$ cat config.mk
export PLATFORM = sky130hd
export DESIGN_NAME = rgp_device_flat
export DESIGN_NICKNAME = d
export VERILOG_FILES = /design/src/verilog/rgp_pkg.sv /design/src/verilog/rgp_if.sv /design/src/verilog/rgp_device.sv /design/src/flat_wrapper.sv
export VERILOG_INCLUDE_DIRS = /design/src /design/src/verilog
export SDC_FILE = /design/constraint.sdc
export NUM_CORES = 1
export LEC_CHECK = 0
export ABC_AREA = 1
export BUFFER_PORTS_ARGS = -buffer_cell sky130_fd_sc_hd__buf_2
export CAP_MARGIN = 20
export CELL_PAD_IN_SITES_DETAIL_PLACEMENT = 1
export CELL_PAD_IN_SITES_GLOBAL_PLACEMENT = 2
export CORE_MARGIN = 2
export CORE_UTILIZATION = 28
export DETAILED_ROUTE_END_ITERATION = 8
export HOLD_SLACK_MARGIN = 0.12
export MAX_ROUTING_LAYER = met4
export PLACE_DENSITY_LB_ADDON = 0.1
export SETUP_SLACK_MARGIN = 0.02
export SLEW_MARGIN = 20
export SYNTH_ARGS = -nofsm -noshare
export SYNTH_HDL_FRONTEND = slang
export SYNTH_SLANG_ARGS = --single-unit
$ cat constraint.sdc
create_clock -name SYS_CLK -period 2.1 [get_ports SYS_CLK]
set_clock_uncertainty 0.05 [all_clocks]
set_input_delay 0.21 -clock SYS_CLK [delete_from_list [all_inputs] [get_ports SYS_CLK]]
set_output_delay 0.21 -clock SYS_CLK [all_outputs]
set_load 0.01 [all_outputs]
$ cat src/verilog/rgp_regs.svh
// register offsets, field positions, reset values and timing counts of the port
`ifndef RGP_REGS_SVH
`define RGP_REGS_SVH
// register offsets on the plain software port
`define RGP_CTRL0_ADDR    8'h00
`define RGP_CTRL1_ADDR    8'h01
`define RGP_CTRL3_ADDR    8'h03
// reset values, strapped bits are overwritten once the straps are caught
`define RGP_CTRL0_RST     8'h50
`define RGP_CTRL1_RST     8'h08
// writable bits of each control register
`define RGP_CTRL0_MASK    8'h50
`define RGP_CTRL1_MASK    8'h5C
// control 0 fields
`define RGP_C0_SPD100_BIT 4
`define RGP_C0_DUPLEX_BIT 6
// control 1 fields
`define RGP_C1_GIG_BIT    6
`define RGP_C1_ING_BIT    4
`define RGP_C1_EGR_BIT    3
`define RGP_C1_IBS_BIT    2
// control 3 fields (read only)
`define RGP_C3_LINK_BIT   0
`define RGP_C3_SPD_LSB    1
`define RGP_C3_DUP_BIT    3
`define RGP_C3_MODE_BIT   7
// strap code that selects this interface mode
`define RGP_MODE_STRAP    2'b11
// cycles after reset release at which the synchronised straps are caught
`define RGP_STRAP_WAIT    2'h2
// link clock half periods in system cycles, ratio 1:5:50 as 125/25/2.5 MHz
`define RGP_HALF_1000     8'h02
`define RGP_HALF_100      8'h0A
`define RGP_HALF_10       8'h64
// internal clock delay, least time rounded up to whole cycles
`define RGP_DELAY_PS      1500
`define RGP_SYS_PERIOD_PS 40000
`define RGP_DELAY_CYC     ((`RGP_DELAY_PS + `RGP_SYS_PERIOD_PS - 1) / `RGP_SYS_PERIOD_PS)
`endif

$ cat src/verilog/rgp_pkg.sv
// types and helper functions shared by both ends of the port
`include "rgp_regs.svh"
package rgp_pkg;
  // link speed code, as carried in the in-band status nibble
  typedef enum logic [1:0] {
    RGP_SPD_10   = 2'b00,
    RGP_SPD_100  = 2'b01,
    RGP_SPD_1000 = 2'b10
  } rgp_speed_t;

  // half period of the link clock for a speed
  function automatic logic [7:0] rgp_half(input rgp_speed_t s);
    logic [7:0] h;
    h = `RGP_HALF_10;
    if (s == RGP_SPD_1000)
    begin
      h = `RGP_HALF_1000;
    end
    else if (s == RGP_SPD_100)
    begin
      h = `RGP_HALF_100;
    end
    return h;
  endfunction

  // raw two-bit speed field to speed, reserved code falls back to 10
  function automatic rgp_speed_t rgp_spd(input logic [1:0] b);
    rgp_speed_t s;
    s = RGP_SPD_10;
    if (b == 2'b10)
    begin
      s = RGP_SPD_1000;
    end
    else if (b == 2'b01)
    begin
      s = RGP_SPD_100;
    end
    return s;
  endfunction
endpackage

$ cat src/verilog/rgp_if.sv
// link wires between the device end and the partner end
`timescale 1ns/10ps
interface rgp_if;
  logic       tx_clk;  // transmit clock, made by partner
  logic       tx_ctl;  // transmit control
  logic [3:0] txd;     // transmit nibble
  logic       rx_clk;  // receive clock, made by device
  logic       rx_ctl;  // receive control
  logic [3:0] rxd;     // receive nibble

  modport device (
    input  tx_clk,
    input  tx_ctl,
    input  txd,
    output rx_clk,
    output rx_ctl,
    output rxd
  );

  modport partner (
    output tx_clk,
    output tx_ctl,
    output txd,
    input  rx_clk,
    input  rx_ctl,
    input  rxd
  );
endinterface

$ cat src/verilog/rgp_device.sv
// device end of the port: lane sender, lane receiver and the device top
//
// The address map and strobed register access were left to the implementer.
`timescale 1ns/10ps
`include "rgp_regs.svh"

// one outgoing lane: makes the link clock and launches nibbles on its edges
module rgp_lane_tx
  import rgp_pkg::*;
(
  input  wire logic       clk,      // system clock
  input  wire logic       rst,      // synchronous reset, high
  input  wire rgp_speed_t speed,    // lane speed
  input  wire logic       dly_en,   // delay the outgoing clock
  input  wire logic [7:0] byte_in,  // byte to send
  input  wire logic       valid_in, // byte is valid
  input  wire logic       err_in,   // byte carries an error
  input  wire logic [3:0] idle_in,  // nibble sent between frames
  output logic            ready,    // byte taken this cycle
  output logic            lclk,     // link clock
  output logic            lctl,     // link control
  output logic [3:0]      ld        // link nibble
);
  logic [7:0]                cnt_q;  // half period counter
  logic                      clk_q;  // undelayed link clock
  logic                      hi_q;   // slow speeds: high nibble next
  logic [7:0]                byte_q; // byte in flight
  logic                      val_q;  // byte in flight is valid
  logic                      err_q;  // byte in flight has error
  logic [3:0]                d_q;    // nibble on the pins
  logic                      ctl_q;  // control on the pins
  logic [`RGP_DELAY_CYC-1:0] line_q; // clock delay line
  logic                      gig;
  logic                      tick;
  logic                      rise;
  logic                      fall;
  logic                      take;

  assign gig  = (speed == RGP_SPD_1000);
  // >= so that a speed change to a shorter period never overruns
  assign tick = (cnt_q >= (rgp_half(speed) - 8'h01));
  assign rise = tick & ~clk_q;
  assign fall = tick & clk_q;
  // a new byte each period at gigabit, every second period otherwise
  assign take  = rise & (gig | ~hi_q);
  assign ready = take;

  // half period counter
  always_ff @(posedge clk)
  begin
    if (rst || tick)
      cnt_q <= 8'h00;
    else
      cnt_q <= cnt_q + 8'h01;
  end

  // link clock divider, rate set by speed
  always_ff @(posedge clk)
  begin
    if (rst)
      clk_q <= 1'b0;
    else if (tick)
      clk_q <= ~clk_q;
  end

  // byte held while its nibbles go out
  always_ff @(posedge clk)
  begin
    if (rst)
    begin
      byte_q <= 8'h00;
      val_q  <= 1'b0;
      err_q  <= 1'b0;
    end
    else if (take)
    begin
      byte_q <= byte_in;
      val_q  <= valid_in;
      err_q  <= valid_in & err_in;
    end
  end

  // nibble phase at slow speeds
  always_ff @(posedge clk)
  begin
    if (rst || gig)
      hi_q <= 1'b0;
    else if (rise)
      hi_q <= ~hi_q;
  end

  // pin launch on each clock edge
  always_ff @(posedge clk)
  begin
    if (rst)
    begin
      d_q   <= 4'h0;
      ctl_q <= 1'b0;
    end
    else if (take)
    begin
      // low nibble and valid at the rising edge
      d_q   <= valid_in ? byte_in[3:0] : idle_in;
      ctl_q <= valid_in;
    end
    else if (rise)
    begin
      // slow speeds, second period carries the high nibble
      d_q   <= val_q ? byte_q[7:4] : idle_in;
      ctl_q <= val_q;
    end
    else if (fall)
    begin
      // gigabit: high nibble; slow: nibble repeated
      if (gig)
        d_q <= val_q ? byte_q[7:4] : idle_in;
      ctl_q <= val_q ^ err_q;
    end
  end

  // internal delay line for the outgoing clock
  always_ff @(posedge clk)
  begin
    if (rst)
      line_q <= '0;
    else
    begin
      line_q[0] <= clk_q;
      for (int i = 1; i < `RGP_DELAY_CYC; i++)
        line_q[i] <= line_q[i-1];
    end
  end

  assign lclk = dly_en ? line_q[`RGP_DELAY_CYC-1] : clk_q;
  assign lctl = ctl_q;
  assign ld   = d_q;
endmodule

// one incoming lane: synchronises the pins and rebuilds bytes at clock edges
module rgp_lane_rx
  import rgp_pkg::*;
(
  input  wire logic       clk,       // system clock
  input  wire logic       rst,       // synchronous reset, high
  input  wire rgp_speed_t speed,     // lane speed
  input  wire logic       dly_en,    // delay the incoming clock
  input  wire logic       lclk,      // link clock pin
  input  wire logic       lctl,      // link control pin
  input  wire logic [3:0] ld,        // link nibble pins
  output logic [7:0]      byte_out,  // received byte
  output logic            valid_out, // one-cycle byte pulse
  output logic            err_out,   // error beside the byte
  output logic            active_out,// frame in progress
  output logic [3:0]      idle_out   // last nibble between frames
);
  logic [5:0]                s1_q;   // first sync stage
  logic [5:0]                s2_q;   // second sync stage
  logic [`RGP_DELAY_CYC-1:0] cl_q;   // incoming clock delay line
  logic                      prev_q; // clock seen last cycle
  logic [3:0]                lo_q;   // low nibble
  logic [3:0]                hi_q;   // high nibble at slow speeds
  logic                      rctl_q; // control at last rising edge
  logic                      half_q; // low nibble held
  logic                      pend_q; // slow byte complete
  logic                      eacc_q; // error of first nibble
  logic                      gig;
  logic                      ck;
  logic                      c;
  logic [3:0]                d;
  logic                      rise;
  logic                      fall;
  logic                      emit;

  assign gig  = (speed == RGP_SPD_1000);
  assign ck   = dly_en ? cl_q[`RGP_DELAY_CYC-1] : s2_q[5];
  assign c    = s2_q[4];
  assign d    = s2_q[3:0];
  assign rise = ck & ~prev_q;
  assign fall = ~ck & prev_q;
  assign emit = fall & ((gig & rctl_q) | pend_q);

  // two-stage synchroniser on all lane pins
  always_ff @(posedge clk)
  begin
    if (rst)
    begin
      s1_q <= 6'h00;
      s2_q <= 6'h00;
    end
    else
    begin
      s1_q <= {lclk, lctl, ld};
      s2_q <= s1_q;
    end
  end

  // clock delay line and edge detector
  always_ff @(posedge clk)
  begin
    if (rst)
    begin
      cl_q   <= '0;
      prev_q <= 1'b0;
    end
    else
    begin
      cl_q[0] <= s2_q[5];
      for (int i = 1; i < `RGP_DELAY_CYC; i++)
        cl_q[i] <= cl_q[i-1];
      prev_q <= ck;
    end
  end

  // rising edge: valid and low nibble; falling edge: error and output
  always_ff @(posedge clk)
  begin
    if (rst)
    begin
      lo_q <= 4'h0;
      hi_q <= 4'h0;
      rctl_q <= 1'b0;
      half_q <= 1'b0;
      pend_q <= 1'b0;
      eacc_q <= 1'b0;
      idle_out <= 4'h0;
    end
    else if (rise)
    begin
      rctl_q <= c;
      if (!c)
      begin
        // between frames the nibble is in-band status
        idle_out <= d;
        half_q   <= 1'b0;
        pend_q   <= 1'b0;
        eacc_q   <= 1'b0;
      end
      else if (gig)
        lo_q <= d;
      else if (half_q)
      begin
        hi_q   <= d;
        half_q <= 1'b0;
        pend_q <= 1'b1;
      end
      else
      begin
        lo_q   <= d;
        half_q <= 1'b1;
      end
    end
    else if (fall)
    begin
      if (pend_q)
      begin
        pend_q <= 1'b0;
        eacc_q <= 1'b0;
      end
      else if (half_q)
        eacc_q <= rctl_q ^ c;
    end
  end

  // byte output registers
  always_ff @(posedge clk)
  begin
    if (rst)
    begin
      byte_out  <= 8'h00;
      valid_out <= 1'b0;
      err_out   <= 1'b0;
    end
    else
    begin
      valid_out <= emit;
      if (emit)
      begin
        byte_out <= {gig ? d : hi_q, lo_q};
        // error is valid xor falling-edge control, or at slow speeds the first-nibble error in eacc_q
        err_out  <= (rctl_q ^ c) | (~gig & eacc_q);
      end
    end
  end

  assign active_out = rctl_q;
endmodule

// device end: straps, control registers, in-band status and both lanes
module rgp_device
  import rgp_pkg::*;
(
  input  wire logic       SYS_CLK,                 // system clock
  input  wire logic       RESET,                   // synchronous reset, high
  input  wire logic [7:0] REG_ADDR,                // register address
  input  wire logic [7:0] REG_WDATA,               // write data
  input  wire logic       REG_WR,                  // write strobe
  input  wire logic       REG_RD,                  // read strobe
  output logic [7:0]      REG_RDATA,               // read data, cycle after strobe
  input  wire logic [1:0] MODE_STRAP,              // upper receive data straps
  input  wire logic       SPEED_STRAP,             // high: 1000, low: 100
  input  wire logic       INBAND_STATUS_STRAP_PIN, // in-band status enable strap
  input  wire logic [7:0] SEND_BYTE,               // byte toward partner
  input  wire logic       SEND_VALID,              // byte valid
  input  wire logic       SEND_ERROR,              // byte error
  output logic            SEND_READY,              // byte taken
  output logic [7:0]      RECV_BYTE,               // byte from partner
  output logic            RECV_VALID,              // byte pulse
  output logic            RECV_ERROR,              // error beside byte
  output logic            RECV_ACTIVE,             // frame in progress
  output logic            PORT_ENABLED,            // interface mode selected
  output logic            LINK_UP,                 // effective link
  output logic [1:0]      SPEED,                   // effective speed code
  output logic            FULL_DUPLEX,             // effective duplex
  rgp_if.device           link                     // link wires
);
  logic [3:0] st1_q;   // strap sync, first stage
  logic [3:0] st2_q;   // strap sync, second stage
  logic [1:0] cap_q;   // cycles since reset release
  logic       mode_q;  // interface mode caught from straps
  logic [7:0] ctrl0_q; // port_interface_control_0
  logic [7:0] ctrl1_q; // port_interface_control_1
  logic [7:0] ctrl3;   // port_interface_control_3, read only
  logic [3:0] inband_status;     // in-band status nibble
  logic       capture;
  logic       ibs_en;
  logic       lane_rst;
  rgp_speed_t reg_spd;
  rgp_speed_t spd;

  assign capture = (cap_q == `RGP_STRAP_WAIT);

  // straps are pins: two flip-flops before use
  always_ff @(posedge SYS_CLK)
  begin
    st1_q <= {MODE_STRAP, SPEED_STRAP, INBAND_STATUS_STRAP_PIN};
    st2_q <= st1_q;
  end

  // counts one past the strap capture point and stops
  always_ff @(posedge SYS_CLK)
  begin
    if (RESET)
      cap_q <= 2'h0;
    else if (cap_q != 2'h3)
      cap_q <= cap_q + 2'h1;
  end

  // interface mode caught once after reset
  always_ff @(posedge SYS_CLK)
  begin
    if (RESET)
      mode_q <= 1'b0;
    else if (capture)
      mode_q <= (st2_q[3:2] == `RGP_MODE_STRAP);
  end

  // control 0: slow speed and duplex
  always_ff @(posedge SYS_CLK)
  begin
    if (RESET)
      ctrl0_q <= `RGP_CTRL0_RST;
    else if (REG_WR && REG_ADDR == `RGP_CTRL0_ADDR)
      ctrl0_q <= REG_WDATA & `RGP_CTRL0_MASK;
  end

  // control 1: gigabit, delays, in-band enable; straps load it once
  always_ff @(posedge SYS_CLK)
  begin
    if (RESET)
      ctrl1_q <= `RGP_CTRL1_RST;
    else if (REG_WR && REG_ADDR == `RGP_CTRL1_ADDR)
      ctrl1_q <= REG_WDATA & `RGP_CTRL1_MASK;
    else if (capture)
    begin
      ctrl1_q[`RGP_C1_GIG_BIT] <= st2_q[1];
      ctrl1_q[`RGP_C1_IBS_BIT] <= st2_q[0];
    end
  end

  // read data stands only in the cycle after the strobe
  always_ff @(posedge SYS_CLK)
  begin
    if (RESET || !REG_RD)
      REG_RDATA <= 8'h00;
    else
    begin
      unique case (REG_ADDR)
        `RGP_CTRL0_ADDR: REG_RDATA <= ctrl0_q;
        `RGP_CTRL1_ADDR: REG_RDATA <= ctrl1_q;
        `RGP_CTRL3_ADDR: REG_RDATA <= ctrl3;
        default:         REG_RDATA <= 8'h00;
      endcase
    end
  end

  // link, speed and duplex: from in-band status or from the registers
  assign ctrl3 = {mode_q, 3'b000, inband_status};
  assign ibs_en  = ctrl1_q[`RGP_C1_IBS_BIT];
  assign reg_spd = ctrl1_q[`RGP_C1_GIG_BIT] ? RGP_SPD_1000 :
                   (ctrl0_q[`RGP_C0_SPD100_BIT] ? RGP_SPD_100 : RGP_SPD_10);
  // with no in-band status the partner is trusted to sit at reg speed
  assign spd = ibs_en ? rgp_spd(inband_status[`RGP_C3_SPD_LSB +: 2]) : reg_spd;
  assign LINK_UP      = ibs_en ? inband_status[`RGP_C3_LINK_BIT] : mode_q;
  assign FULL_DUPLEX  = ibs_en ? inband_status[`RGP_C3_DUP_BIT] : ctrl0_q[`RGP_C0_DUPLEX_BIT];
  assign SPEED        = spd;
  assign PORT_ENABLED = mode_q;
  // lanes idle while the mode is not selected
  assign lane_rst = RESET | ~mode_q;

  // receive lane toward the partner, egress delay on its clock
  rgp_lane_tx u_send (
    .clk      (SYS_CLK),
    .rst      (lane_rst),
    .speed    (spd),
    .dly_en   (ctrl1_q[`RGP_C1_EGR_BIT]),
    .byte_in  (SEND_BYTE),
    .valid_in (SEND_VALID & LINK_UP),
    .err_in   (SEND_ERROR),
    .idle_in  (4'h0),
    .ready    (SEND_READY),
    .lclk     (link.rx_clk),
    .lctl     (link.rx_ctl),
    .ld       (link.rxd)
  );

  // transmit lane from the partner, ingress delay on its clock
  rgp_lane_rx u_recv (
    .clk        (SYS_CLK),
    .rst        (lane_rst),
    .speed      (spd),
    .dly_en     (ctrl1_q[`RGP_C1_ING_BIT]),
    .lclk       (link.tx_clk),
    .lctl       (link.tx_ctl),
    .ld         (link.txd),
    .byte_out   (RECV_BYTE),
    .valid_out  (RECV_VALID),
    .err_out    (RECV_ERROR),
    .active_out (RECV_ACTIVE),
    .idle_out   (inband_status)
  );
endmodule

$ cat src/flat_wrapper.sv
// flat-port wrapper written by rule: the top's interface ports become plain ports
module rgp_device_flat import rgp_pkg::*;
  (SYS_CLK, RESET, REG_ADDR, REG_WDATA, REG_WR, REG_RD, REG_RDATA, MODE_STRAP, SPEED_STRAP, INBAND_STATUS_STRAP_PIN, SEND_BYTE, SEND_VALID, SEND_ERROR, SEND_READY, RECV_BYTE, RECV_VALID, RECV_ERROR, RECV_ACTIVE, PORT_ENABLED, LINK_UP, SPEED, FULL_DUPLEX, link_tx_clk, link_tx_ctl, link_txd, link_rx_clk, link_rx_ctl, link_rxd);
  rgp_if link_i ();
  input  wire logic SYS_CLK;
  input  wire logic RESET;
  input  wire logic [7:0] REG_ADDR;
  input  wire logic [7:0] REG_WDATA;
  input  wire logic REG_WR;
  input  wire logic REG_RD;
  output logic [7:0] REG_RDATA;
  input  wire logic [1:0] MODE_STRAP;
  input  wire logic SPEED_STRAP;
  input  wire logic INBAND_STATUS_STRAP_PIN;
  input  wire logic [7:0] SEND_BYTE;
  input  wire logic SEND_VALID;
  input  wire logic SEND_ERROR;
  output logic SEND_READY;
  output logic [7:0] RECV_BYTE;
  output logic RECV_VALID;
  output logic RECV_ERROR;
  output logic RECV_ACTIVE;
  output logic PORT_ENABLED;
  output logic LINK_UP;
  output logic [1:0] SPEED;
  output logic FULL_DUPLEX;
  input wire logic [$bits(link_i.tx_clk)-1:0] link_tx_clk;
  input wire logic [$bits(link_i.tx_ctl)-1:0] link_tx_ctl;
  input wire logic [$bits(link_i.txd)-1:0] link_txd;
  output wire logic [$bits(link_i.rx_clk)-1:0] link_rx_clk;
  output wire logic [$bits(link_i.rx_ctl)-1:0] link_rx_ctl;
  output wire logic [$bits(link_i.rxd)-1:0] link_rxd;
  assign link_i.tx_clk = link_tx_clk;
  assign link_i.tx_ctl = link_tx_ctl;
  assign link_i.txd = link_txd;
  assign link_rx_clk = link_i.rx_clk;
  assign link_rx_ctl = link_i.rx_ctl;
  assign link_rxd = link_i.rxd;
  rgp_device u_core (.SYS_CLK(SYS_CLK), .RESET(RESET), .REG_ADDR(REG_ADDR), .REG_WDATA(REG_WDATA), .REG_WR(REG_WR), .REG_RD(REG_RD), .REG_RDATA(REG_RDATA), .MODE_STRAP(MODE_STRAP), .SPEED_STRAP(SPEED_STRAP), .INBAND_STATUS_STRAP_PIN(INBAND_STATUS_STRAP_PIN), .SEND_BYTE(SEND_BYTE), .SEND_VALID(SEND_VALID), .SEND_ERROR(SEND_ERROR), .SEND_READY(SEND_READY), .RECV_BYTE(RECV_BYTE), .RECV_VALID(RECV_VALID), .RECV_ERROR(RECV_ERROR), .RECV_ACTIVE(RECV_ACTIVE), .PORT_ENABLED(PORT_ENABLED), .LINK_UP(LINK_UP), .SPEED(SPEED), .FULL_DUPLEX(FULL_DUPLEX), .link(link_i));
endmodule
==> results.yml, run 1 <==
clock_tree:
  clkSinkCount: 86
  max-clock-path-buffers: 2
  cts-htree-levels: 3
  cts_tree: "built"
  cts.clk_slew.worst_paths_ns: 0.06
  clk_root_buffer_cell: "sky130_fd_sc_hd__clkbuf_16"
  cts-buffers-inserted: 9
  clock_insertion_delay_worst_skew_ns: 0.34
detailed_routing:
  drc_errors: 0
  met1_length_mm: 4.52
  via_count: 3261
  detail-route-antenna-nets: 0
  dr_wl_met2_mm: 4.50
  maxUsedRoutingLayer: "met4"
  via_density_per_instance: 4.33
  number_of_drc_violations_after_detailed_routing_iteration_0: 76
  detail_route.wl_per_cell_um: 12.6
  dr.pass1.iters: 4
  detail_route.wirelength_mm: 9.51
  met3_layer_wire_length_in_the_routed_design_um: 316
finish:
  num-fill-cells: 1484
  flow.area_growth_from_synthesis_pct: 40.2
  nets: 633
  postLayoutCoreUtil_pct: 40.7
  finish.instance_area_um2: 4940
  drive_above_1_share_pct: 27.0
  antenna_cells: 0
synth:
  ys_seq_elements: 86
  avgSynthCellArea_um2: 7.60
  synth-edff-count: 0
  async_reset_ff_share_pct: 0
  yosys_warnings: 0
  dominantRegCellSynth: "sky130_fd_sc_hd__dfxtp_1"
  synthesis.instances: 464
  mappedNetlistArea_um2: 3530
  synth_seq_area_share_pct: 48.8
  yosys.cell_types.count: 34
grt:
  globalRouteOverflowTotal: 0
  antenna_found_initial: 0
  grt_max_degree: 28
  groute.usage.overall_pct: 15.5
  first_global_vias: 3295
  grt_pass1_wl_mm: 15.6
place:
  gp_congestion: 0.771
  area_of_placed_instances_um2: 4180
  detailed_place_hpwl_mm: 6.77
  place.port_buffers: 65
floorplanning:
  floorplan.io_pins: 71
  fp.dieH_um: 116
  die_width_um: 116
  area_of_the_core_um2: 12200
  fp-row-count: 40
  die-area_um2: 13500
  floorplan.initialDensity_pct: 29.0
job:
  drv.max_cap_violation_count: 0
status:
  status: "finished, violations left"
  violations: "setup timing"
sta:
  max_freq_ghz: 0.408
  drv_slew: 0
  timing.final.setup_violations: 19
  finalWorstSetupSlack_ns: -0.351
  whs_ns: 0.232
  period_utilization_pct: 117
  hold_violations: 0
  rsz0062_at_grt: "yes"
  post-route-min-period_ns: 2.45
critical_path:
  timing.critical_path.arrival_ns: 2.19
  cp.required_ns: 1.84
  worst_setup_path_start_kind: "register"
  critPathKind: "register to primary output"
  crit_end_category: "primary output"
  worst-path-max-fanout: 4
worst_hold_path:
  hold_class: "input pin to register"
power:
  finalPower_mw: 3.66
  power_density_nw_per_um2: 741
  vdd.ir_drop.worst_v: 0.000340
  cellLeakagePower_nw: 2.20
## critical path: stages, from the launching register on
cell and delay, ns:
sky130_fd_sc_hd__dfxtp_4 0.37, sky130_fd_sc_hd__nor2_4 0.04, sky130_fd_sc_hd__inv_2 0.07, sky130_fd_sc_hd__nand2_2 0.06
sky130_fd_sc_hd__nor2_4 0.09, sky130_fd_sc_hd__inv_2 0.05, sky130_fd_sc_hd__ha_4 0.27, sky130_fd_sc_hd__inv_6 0.04
sky130_fd_sc_hd__ha_4 0.26, sky130_fd_sc_hd__nand2_2 0.05, sky130_fd_sc_hd__a21oi_2 0.14, sky130_fd_sc_hd__nor2_2 0.06
sky130_fd_sc_hd__nand2_4 0.08, sky130_fd_sc_hd__nand3_4 0.08, sky130_fd_sc_hd__inv_4 0.07, sky130_fd_sc_hd__buf_6 0.09
## placed cells by master, fill, tap and decap left out, drive strengths merged, types with 7 or more instances in the layout
| cell | instances |
|---|---|
| nand2 | 80 |
| a31oi | 7 |
| o21ai | 33 |
| inv | 76 |
| buf | 91 |
| nand3 | 11 |
| dlygate4sd3 | 21 |
| ha | 13 |
| a21oi | 24 |
| clkbuf | 11 |
| nor2 | 92 |
| dfxtp | 86 |
## stage by stage
stage	setup TNS [ns]	setup slack, ns	std cells
3_3_place_gp	-1.90	-0.190	710
6_report	-3.94	-0.351	753
5_1_grt	-7.36	-0.495	753
2_1_floorplan	-1.39	-0.129	465
3_5_place_dp	-3.53	-0.269	710
4_1_cts	-5.57	-0.417	751
## sequential cells by signal, indices dropped and copies added (netlist names), 2 cells and up
name / cells
u_core.REG_RDATA: 7
u_core.cap_q: 2
u_core.ctrl0_q: 2
u_core.ctrl1_q: 4
u_core.st1_q: 4
u_core.st2_q: 4
u_core.u_recv.byte_out: 8
u_core.u_recv.hi_q: 4
u_core.u_recv.idle_out: 4
u_core.u_recv.lo_q: 4
u_core.u_recv.s1_q: 6
u_core.u_recv.s2_q: 6
u_core.u_send.byte_q: 4
u_core.u_send.cnt_q: 8
u_core.u_send.ld: 4
## synth_stat cells (all sizes together) (3+ instances only)
cell type  number  area [um2]
o21ai          33         165
a21oi          24         120
nor3b           3        22.5
a31oi           7        43.8
ha             13         163
clkbuf          4        15.0
buf             5        42.5
inv            76         285
dfxtp          86        1720
nand3          11        67.6
nor3            5        25.0
nand2          80         313
nand4           6        37.5
nor2           92         370
o211ai          3        22.5
## metal layers
metal  track usage (%)  vias up
li1                  -     1680
met1              18.7     1515
met2              25.5       54
met3              2.85       12
met4              6.67        0
met5                 -        -
## final timing paths
check | end | from | cells past startpoint | slack (ns)
min | u_core.ctrl1_q[3]$_SDFFE_PP1P_ | REG_WR | 5 | 0.23
max reg2reg | u_core.u_send.val_q$_SDFFE_PP0P_ | u_core.ctrl1_q[2]$_SDFFE_PP0P_ | 18 | -0.30
min reg2reg | u_core.st2_q[2]$_DFF_P_ | u_core.st1_q[2]$_DFF_P_ | 0 | 0.28
max | SEND_READY | u_core.ctrl1_q[2]$_SDFFE_PP0P_ | 15 | -0.35
## power by group
part	switching, mW	total [mW]	internal [mW]
Sequential	0.0177	1.68	1.66
Clock	0.658	1.62	0.957
Combinational	0.200	0.372	0.172
Total	0.876	3.66	2.79
## cell type report
cell class / count / area [um2] / area share [%]
inverters: 77 / 305 / 6.17
clock inverters: 5 / 57.6 / 1.16
well taps: 168 / 210 / 4.25
multi-input cells: 293 / 1650 / 33.3
repair buffers: 112 / 748 / 15.1
flip-flops and latches: 86 / 1730 / 34.9
repair inverters: 1 / 7.51 / 0.152
clock buffers: 11 / 243 / 4.91
## cells by family (layout without fill, tap and decap cells)
family,after synthesis,count (layout),share of synthesized area [%]
xor gates and xnor gates,3,3,0.745
DFF,86,86,48.8
and+or+nand+nor,199,199,24.1
adders and majority gates,13,13,4.61
AOI/OAI and AO/OA,74,74,11.4
buffers and inverters,86,206,9.83
muxes,1,1,0.284
other,2,3,0.213
## what timing repair did
action,4_1_cts,5_1_grt
cloned,0,1
hold buffers,21,0
hold endpoints to repair,22,0
resized for setup,29,24
pin swaps,11,3
setup endpoints to repair,29,34
buffers inserted,4,2
Power figures use the tool's default switching activity.
==> inputs of run 2 (changes only) <==
--- a/config.mk
+++ b/config.mk
@@ -16,7 +16,7 @@
 export DETAILED_ROUTE_END_ITERATION = 8
 export HOLD_SLACK_MARGIN = 0.12
 export MAX_ROUTING_LAYER = met4
-export PLACE_DENSITY_LB_ADDON = 0.1
+export PLACE_DENSITY = 0.8
 export SETUP_SLACK_MARGIN = 0.02
 export SLEW_MARGIN = 20
 export SYNTH_ARGS = -nofsm -noshare
==> run 2 against run 1 <==
The run still ends with setup timing left. Critical path depth grew 2. Sequential share of layout area about the same. Clock-buffer cell count stayed put. Die area did not move. First-iteration DRC count is 68% higher. Global-route usage fell by 0.21 points. Fmax down 1.4%. Combinational power about the same. Hold slack got worse by 0.085 ns.
==> results.yml, run 2 (synthesis gave the netlist of run 1 again) <==
grt:
  groute.usage.overall_pct: 15.3
  grt_max_degree: 28
  antenna_found_initial: 0
  globalRouteOverflowTotal: 0
  grt_pass1_wl_mm: 15.7
  first_global_vias: 3370
detailed_routing:
  via_count: 3258
  drc_errors: 0
  detail-route-antenna-nets: 0
  detail_route.wirelength_mm: 9.34
  via_density_per_instance: 4.34
  detail_route.wl_per_cell_um: 12.4
  number_of_drc_violations_after_detailed_routing_iteration_0: 128
  dr.pass1.iters: 4
critical_path:
  path_cells: "nor2_4 > inv_2 > nand2_2 > nor2_4 > inv_2 > ha_4 > inv_6 > ha_4 > nand2_2 > nand2_2 > nand2_2 > nand2_2 > nand2_2 > nand2_4 > nand3_4 > inv_4 > buf_6"
  worst-r2r-cell-count: 21
  worst-path-max-fanout: 4
  critical_path_stages: 17
  top_cell_family_by_delay_on_the_critical_path: "simple AND/OR/NAND/NOR gates"
  crit_end_category: "primary output"
  critPathKind: "register to primary output"
  cp_dominant_cell_by_count: "sky130_fd_sc_hd__nand2_2"
  cp.required_ns: 1.84
  critPathLaunch: "u_core.ctrl1_q[2]$_SDFFE_PP0P_"
  r2r-start: "u_core.ctrl1_q[2]$_SDFFE_PP0P_"
  crit_slowest_cell: "sky130_fd_sc_hd__dfxtp_4"
  worst_setup_path_start_kind: "register"
  r2r_setup_slack_ns: -0.30
  timing.critical_path.arrival_ns: 2.22
  path_buf_inv: 5
  cpPeakStageDelay_ns: 0.38
sta:
  setup_tns_ns: -3.90
  max_freq_ghz: 0.402
  whs_ns: 0.147
  drv_slew: 0
  hold_violations: 0
  post-route-min-period_ns: 2.48
  period_utilization_pct: 118
  rsz0062_at_grt: "yes"
  timing.slew.headroom_pct: 65.9
  worst-slew-pin-transition_ns: 0.511
  timing.final.setup_violations: 22
  finalWorstSetupSlack_ns: -0.385
finish:
  layout_top_registers: "u_core.u_recv.byte_out (8), u_core.u_send.cnt_q (8), u_core.REG_RDATA (7)"
  antenna_cells: 0
  final_common_cell: "sky130_fd_sc_hd__dfxtp_1"
  most-common-layout-cells: "sky130_fd_sc_hd__dfxtp_1 (84), sky130_fd_sc_hd__nor2_1 (78), sky130_fd_sc_hd__inv_1 (69), sky130_fd_sc_hd__nand2_1 (68), sky130_fd_sc_hd__buf_2 (64)"
  flow.area_growth_from_synthesis_pct: 40.2
  multi_input_area_um2: 1630
  drive_above_1_share_pct: 27.1
  nets: 631
  area.sequential_um2: 1730
  num-fill-cells: 1490
job:
  drv.max_cap_violation_count: 0
floorplanning:
  fp-row-count: 40
  fp.dieH_um: 116
  floorplan.io_pins: 71
  area_of_the_core_um2: 12200
  die_width_um: 116
  die-area_um2: 13500
  floorplan.initialDensity_pct: 29.0
worst_hold_path:
  hold_path.startpoint: "REG_RD"
  hold_depth: 3
  hold_class: "input pin to register"
status:
  violations: "setup timing"
  status: "finished, violations left"
power:
  cellLeakagePower_nw: 2.20
  power_density_nw_per_um2: 767
  vdd.ir_drop.worst_v: 0.000441
clock_tree:
  cts-buffers-inserted: 9
  cts-htree-levels: 3
  max-clock-path-buffers: 2
  clk_root_buffer_cell: "sky130_fd_sc_hd__clkbuf_16"
  clkSinkCount: 86
  cts.clk_slew.worst_paths_ns: 0.06
  cts_tree: "built"
  clock_insertion_delay_worst_skew_ns: 0.34
place:
  place.port_buffers: 65
  gp_congestion: 0.843
  placement.setup.worst_slack_ns: -0.207
  detailed_place_hpwl_mm: 6.63
run 2: changes by cell type in the layout (fill, tap and decap cells not counted), sizes merged:
cell,change
dlygate4sd3,-1
buf,-1
inv,-1
bufinv,+1
run 2: final cells by class:
type                            count  area share [%]
Timing Repair Buffer              110            14.9
Clock buffer                       11            4.91
Timing Repair inverter              1           0.152
Tap cell                          168            4.25
Sequential cell                    86            34.9
Inverter                           77            6.18
Clock inverter                      5            1.67
Multi-Input combinational cell    293            33.0
run 2: worst min-delay path: stages:
cell                      delay, ns
sky130_fd_sc_hd__buf_2         0.10
sky130_fd_sc_hd__nand2_1       0.11
sky130_fd_sc_hd__nor3_1        0.06
run 2: where the power goes:
group          switching [mW]  leakage, nW  internal (mW)
Combinational           0.201         1.34          0.170
Sequential             0.0177        0.698           1.66
Clock                   0.664        0.160           1.08
run 2: per-layer routing:
| metal | share of wire (%) | global-route usage (%) | wire [um] |
|---|---|---|---|
| met3 | 2.9 | 3.06 | 271 |
| met2 | 51 | 25.8 | 4740 |
| met4 | 1.8 | 6.19 | 172 |
| met1 | 45 | 17.9 | 4160 |
| met5 | 0 | - | 0 |
run 2: timing repair:
item                       in CTS  in global routing
pin swaps                       6                  7
setup buffers                   4                  1
hold buffers                   20                  0
gates cloned                    0                  1
hold endpoints to repair       21                  0
resized for setup              21                 30
setup endpoints to repair      25                 38
run 2: per-stage QoR:
step,instance area (um2),instances,power (mW),utilization [%]
floorplan,3540,465,1.87,-
global placement,4190,709,1.98,34.4
detailed placement,4190,709,1.99,34.4
CTS,4820,749,3.79,39.7
global route,4940,751,3.96,40.6
finish,4940,751,3.79,40.6
run 2: final timing paths:
kind,end
setup / recovery,SEND_READY
hold / removal,u_core.REG_RDATA[7]$_SDFF_PP0_
setup reg to reg,u_core.u_send.ld[0]$_SDFFE_PP0P_
hold reg to reg,u_core.st2_q[2]$_DFF_P_
==> inputs of run 3 (changes only) <==
--- a/config.mk
+++ b/config.mk
@@ -17,7 +17,6 @@
 export HOLD_SLACK_MARGIN = 0.12
 export MAX_ROUTING_LAYER = met4
 export PLACE_DENSITY = 0.8
-export SETUP_SLACK_MARGIN = 0.02
 export SLEW_MARGIN = 20
 export SYNTH_ARGS = -nofsm -noshare
 export SYNTH_HDL_FRONTEND = slang
==> constraint.sdc (replaced) <==
create_clock -name SYS_CLK -period 2.2 [get_ports SYS_CLK]
set_clock_uncertainty 0.05 [all_clocks]
set_input_delay 0.22 -clock SYS_CLK [delete_from_list [all_inputs] [get_ports SYS_CLK]]
set_output_delay 0.22 -clock SYS_CLK [all_outputs]
set_load 0.01 [all_outputs]
==> run 3 against run 2 <==
The run still ends with setup timing left. Critical endpoint unchanged. Register-to-register slack improved by 0.09 ns. Wire length grew 0.72%. Largest power group is now sequential cells. Global-route usage decreased by 0.076 points. Combinational power down 7.3%. Total power is 7.0% lower. Utilization fell by 0.32 points. Final area down 0.78%. Setup slack improved by 0.13 ns. Critical path depth decreased by 2. Via count shrank 0.28%. Die area stayed put. Clock power fell by 9%.
==> results.yml, run 3 (synthesis gave the netlist of run 1 again) <==
status:
  status: "finished, violations left"
  violations: "setup timing"
floorplanning:
  die-area_um2: 13500
  fp.dieH_um: 116
  floorplan.initialDensity_pct: 29.0
  floorplan.io_pins: 71
  area_of_the_core_um2: 12200
  die_width_um: 116
  fp-row-count: 40
grt:
  first_global_vias: 3392
  grt_max_degree: 28
  globalRouteOverflowTotal: 0
  groute.usage.overall_pct: 15.2
  grt_pass1_wl_mm: 15.6
  antenna_found_initial: 0
place:
  placement.setup.worst_slack_ns: -0.114
  gp_congestion: 0.856
  detailed_place_hpwl_mm: 6.67
  place.port_buffers: 65
  area_of_placed_instances_um2: 4120
finish:
  final_common_cell: "sky130_fd_sc_hd__dfxtp_1"
  most-common-layout-cells: "sky130_fd_sc_hd__dfxtp_1 (84), sky130_fd_sc_hd__nor2_1 (78), sky130_fd_sc_hd__inv_1 (67), sky130_fd_sc_hd__nand2_1 (66), sky130_fd_sc_hd__buf_2 (64)"
  layout_top_registers: "u_core.u_recv.byte_out (8), u_core.u_send.cnt_q (8), u_core.REG_RDATA (7)"
  nets: 626
  num-fill-cells: 1478
  drive_above_1_share_pct: 27.2
  antenna_cells: 0
  flow.area_growth_from_synthesis_pct: 39.1
  finish.instance_area_um2: 4900
power:
  p_seq_share_pct: 45.5
  share_clk_of_total_power_pct: 44.7
  p_comb_share_pct: 9.8
  vdd.ir_drop.worst_v: 0.000362
  switchingPower_uw: 839
  power_density_nw_per_um2: 718
  cell_internal_pwr_mw: 2.68
  cellLeakagePower_nw: 2.17
  net_switching_share_of_the_total_power_pct: 23.8
critical_path:
  top_cell_family_by_delay_on_the_critical_path: "simple AND/OR/NAND/NOR gates"
  critPathKind: "register to primary output"
  cp.required_ns: 1.93
  worst_setup_path_start_kind: "register"
  crit_end_category: "primary output"
  timing.critical_path.arrival_ns: 2.18
  worst-path-max-fanout: 5
  crit_slowest_cell: "sky130_fd_sc_hd__dfxtp_4"
  path_buf_inv: 5
  path_cells: "nor2_4 > inv_2 > nand2_2 > nor2_4 > inv_2 > ha_4 > inv_6 > ha_4 > nand2_1 > nor2_1 > nand2_2 > nand2_4 > nand3_4 > inv_4 > buf_6"
  critical_path_stages: 15
  cpPeakStageDelay_ns: 0.38
  worst-r2r-cell-count: 18
clock_tree:
  cts-buffers-inserted: 9
  clock_insertion_delay_worst_skew_ns: 0.34
  cts-htree-levels: 3
  cts_tree: "built"
  clkSinkCount: 86
  cts.clk_slew.worst_paths_ns: 0.06
  max-clock-path-buffers: 2
  clk_root_buffer_cell: "sky130_fd_sc_hd__clkbuf_16"
job:
  drv.max_cap_violation_count: 0
detailed_routing:
  number_of_drc_violations_after_detailed_routing_iteration_0: 123
  detail_route.wl_per_cell_um: 12.6
  dr.pass1.iters: 4
  via_count: 3249
  drc_errors: 0
  via_density_per_instance: 4.36
  detail_route.wirelength_mm: 9.41
  detail-route-antenna-nets: 0
sta:
  hold_violations: 0
  period_utilization_pct: 112
  post-route-min-period_ns: 2.45
  finalWorstSetupSlack_ns: -0.255
  drv_slew: 0
  max_freq_ghz: 0.407
  timing.final.setup_violations: 12
  rsz0062_at_grt: "yes"
worst_hold_path:
  hold_depth: 3
  hold_class: "input pin to register"
run 3: changes by cell type in the layout (fill, tap and decap cells not counted), sizes merged:
| cell | before | now |
|---|---|---|
| buf | 90 | 85 |
| clkinv | 4 | 2 |
| clkinvlp | 2 | 3 |
| inv | 75 | 76 |
| bufinv | 2 | 1 |
run 3: what timing repair did:
| action | CTS | global route |
|---|---|---|
| buffers inserted | 3 | 4 |
| endpoints found under the setup margin | 16 | 32 |
| gates resized for setup | 18 | 38 |
| hold buffers | 20 | 0 |
| endpoints found under the hold margin | 21 | 0 |
| cloned | 0 | 1 |
| pin swaps | 9 | 11 |
run 3: final timing paths:
path / end / slack [ns] / from
setup / recovery: SEND_READY / -0.25 / u_core.ctrl1_q[2]$_SDFFE_PP0P_
hold reg to reg: u_core.st2_q[2]$_DFF_P_ / 0.28 / u_core.st1_q[2]$_DFF_P_
hold / removal: u_core.REG_RDATA[7]$_SDFF_PP0_ / 0.15 / REG_RD
setup reg to reg: u_core.u_send.val_q$_SDFFE_PP0P_ / -0.21 / u_core.ctrl1_q[2]$_SDFFE_PP0P_
run 3: layout make-up:
class / instances / area, um2 / area share (%)
repair buffers: 105 / 713 / 14.5
inverters: 77 / 308 / 6.28
repair inverters: 1 / 5.00 / 0.102
multi-input cells: 293 / 1630 / 33.3
well taps: 168 / 210 / 4.29
clock inverters: 4 / 55.1 / 1.12
clock buffers: 11 / 253 / 5.15
flip-flops and latches: 86 / 1730 / 35.2
run 3: power groups by stage:
stage               sequential, mW  combinational [mW]  clock (mW)
global route                  1.60               0.388        1.68
floorplan                     1.63               0.151           0
global placement              1.63               0.253           0
detailed placement            1.63               0.265           0
finish                        1.60               0.345        1.58
CTS                           1.60               0.317        1.62
run 3: routing by layer:
metal  wire (um)  up-vias  GRT usage, %
li1            -     1674             -
met1        4320     1526          18.0
met2        4690       36          25.7
met3         243       13          3.63
met4         157        0          4.92
met5           0        -             -
run 3: worst min-delay path, cell delays in order:
cell	delay [ns]
sky130_fd_sc_hd__buf_2	0.11
sky130_fd_sc_hd__nand2_1	0.10
sky130_fd_sc_hd__nor3_1	0.06
run 3: stage by stage:
stage	util [%]	hold WS, ns	std cells	power (mW)	TNS (ns)
final	40.3	0.147	745	3.52	-1.70
after floorplan	-	0.198	465	1.78	-0.0857
after global routing	40.3	0.159	745	3.67	-4.53
after detailed placement	33.9	0.265	702	1.90	-1.23
after CTS	39.1	0.145	740	3.54	-2.73
after global placement	33.9	0.262	702	1.89	-0.573
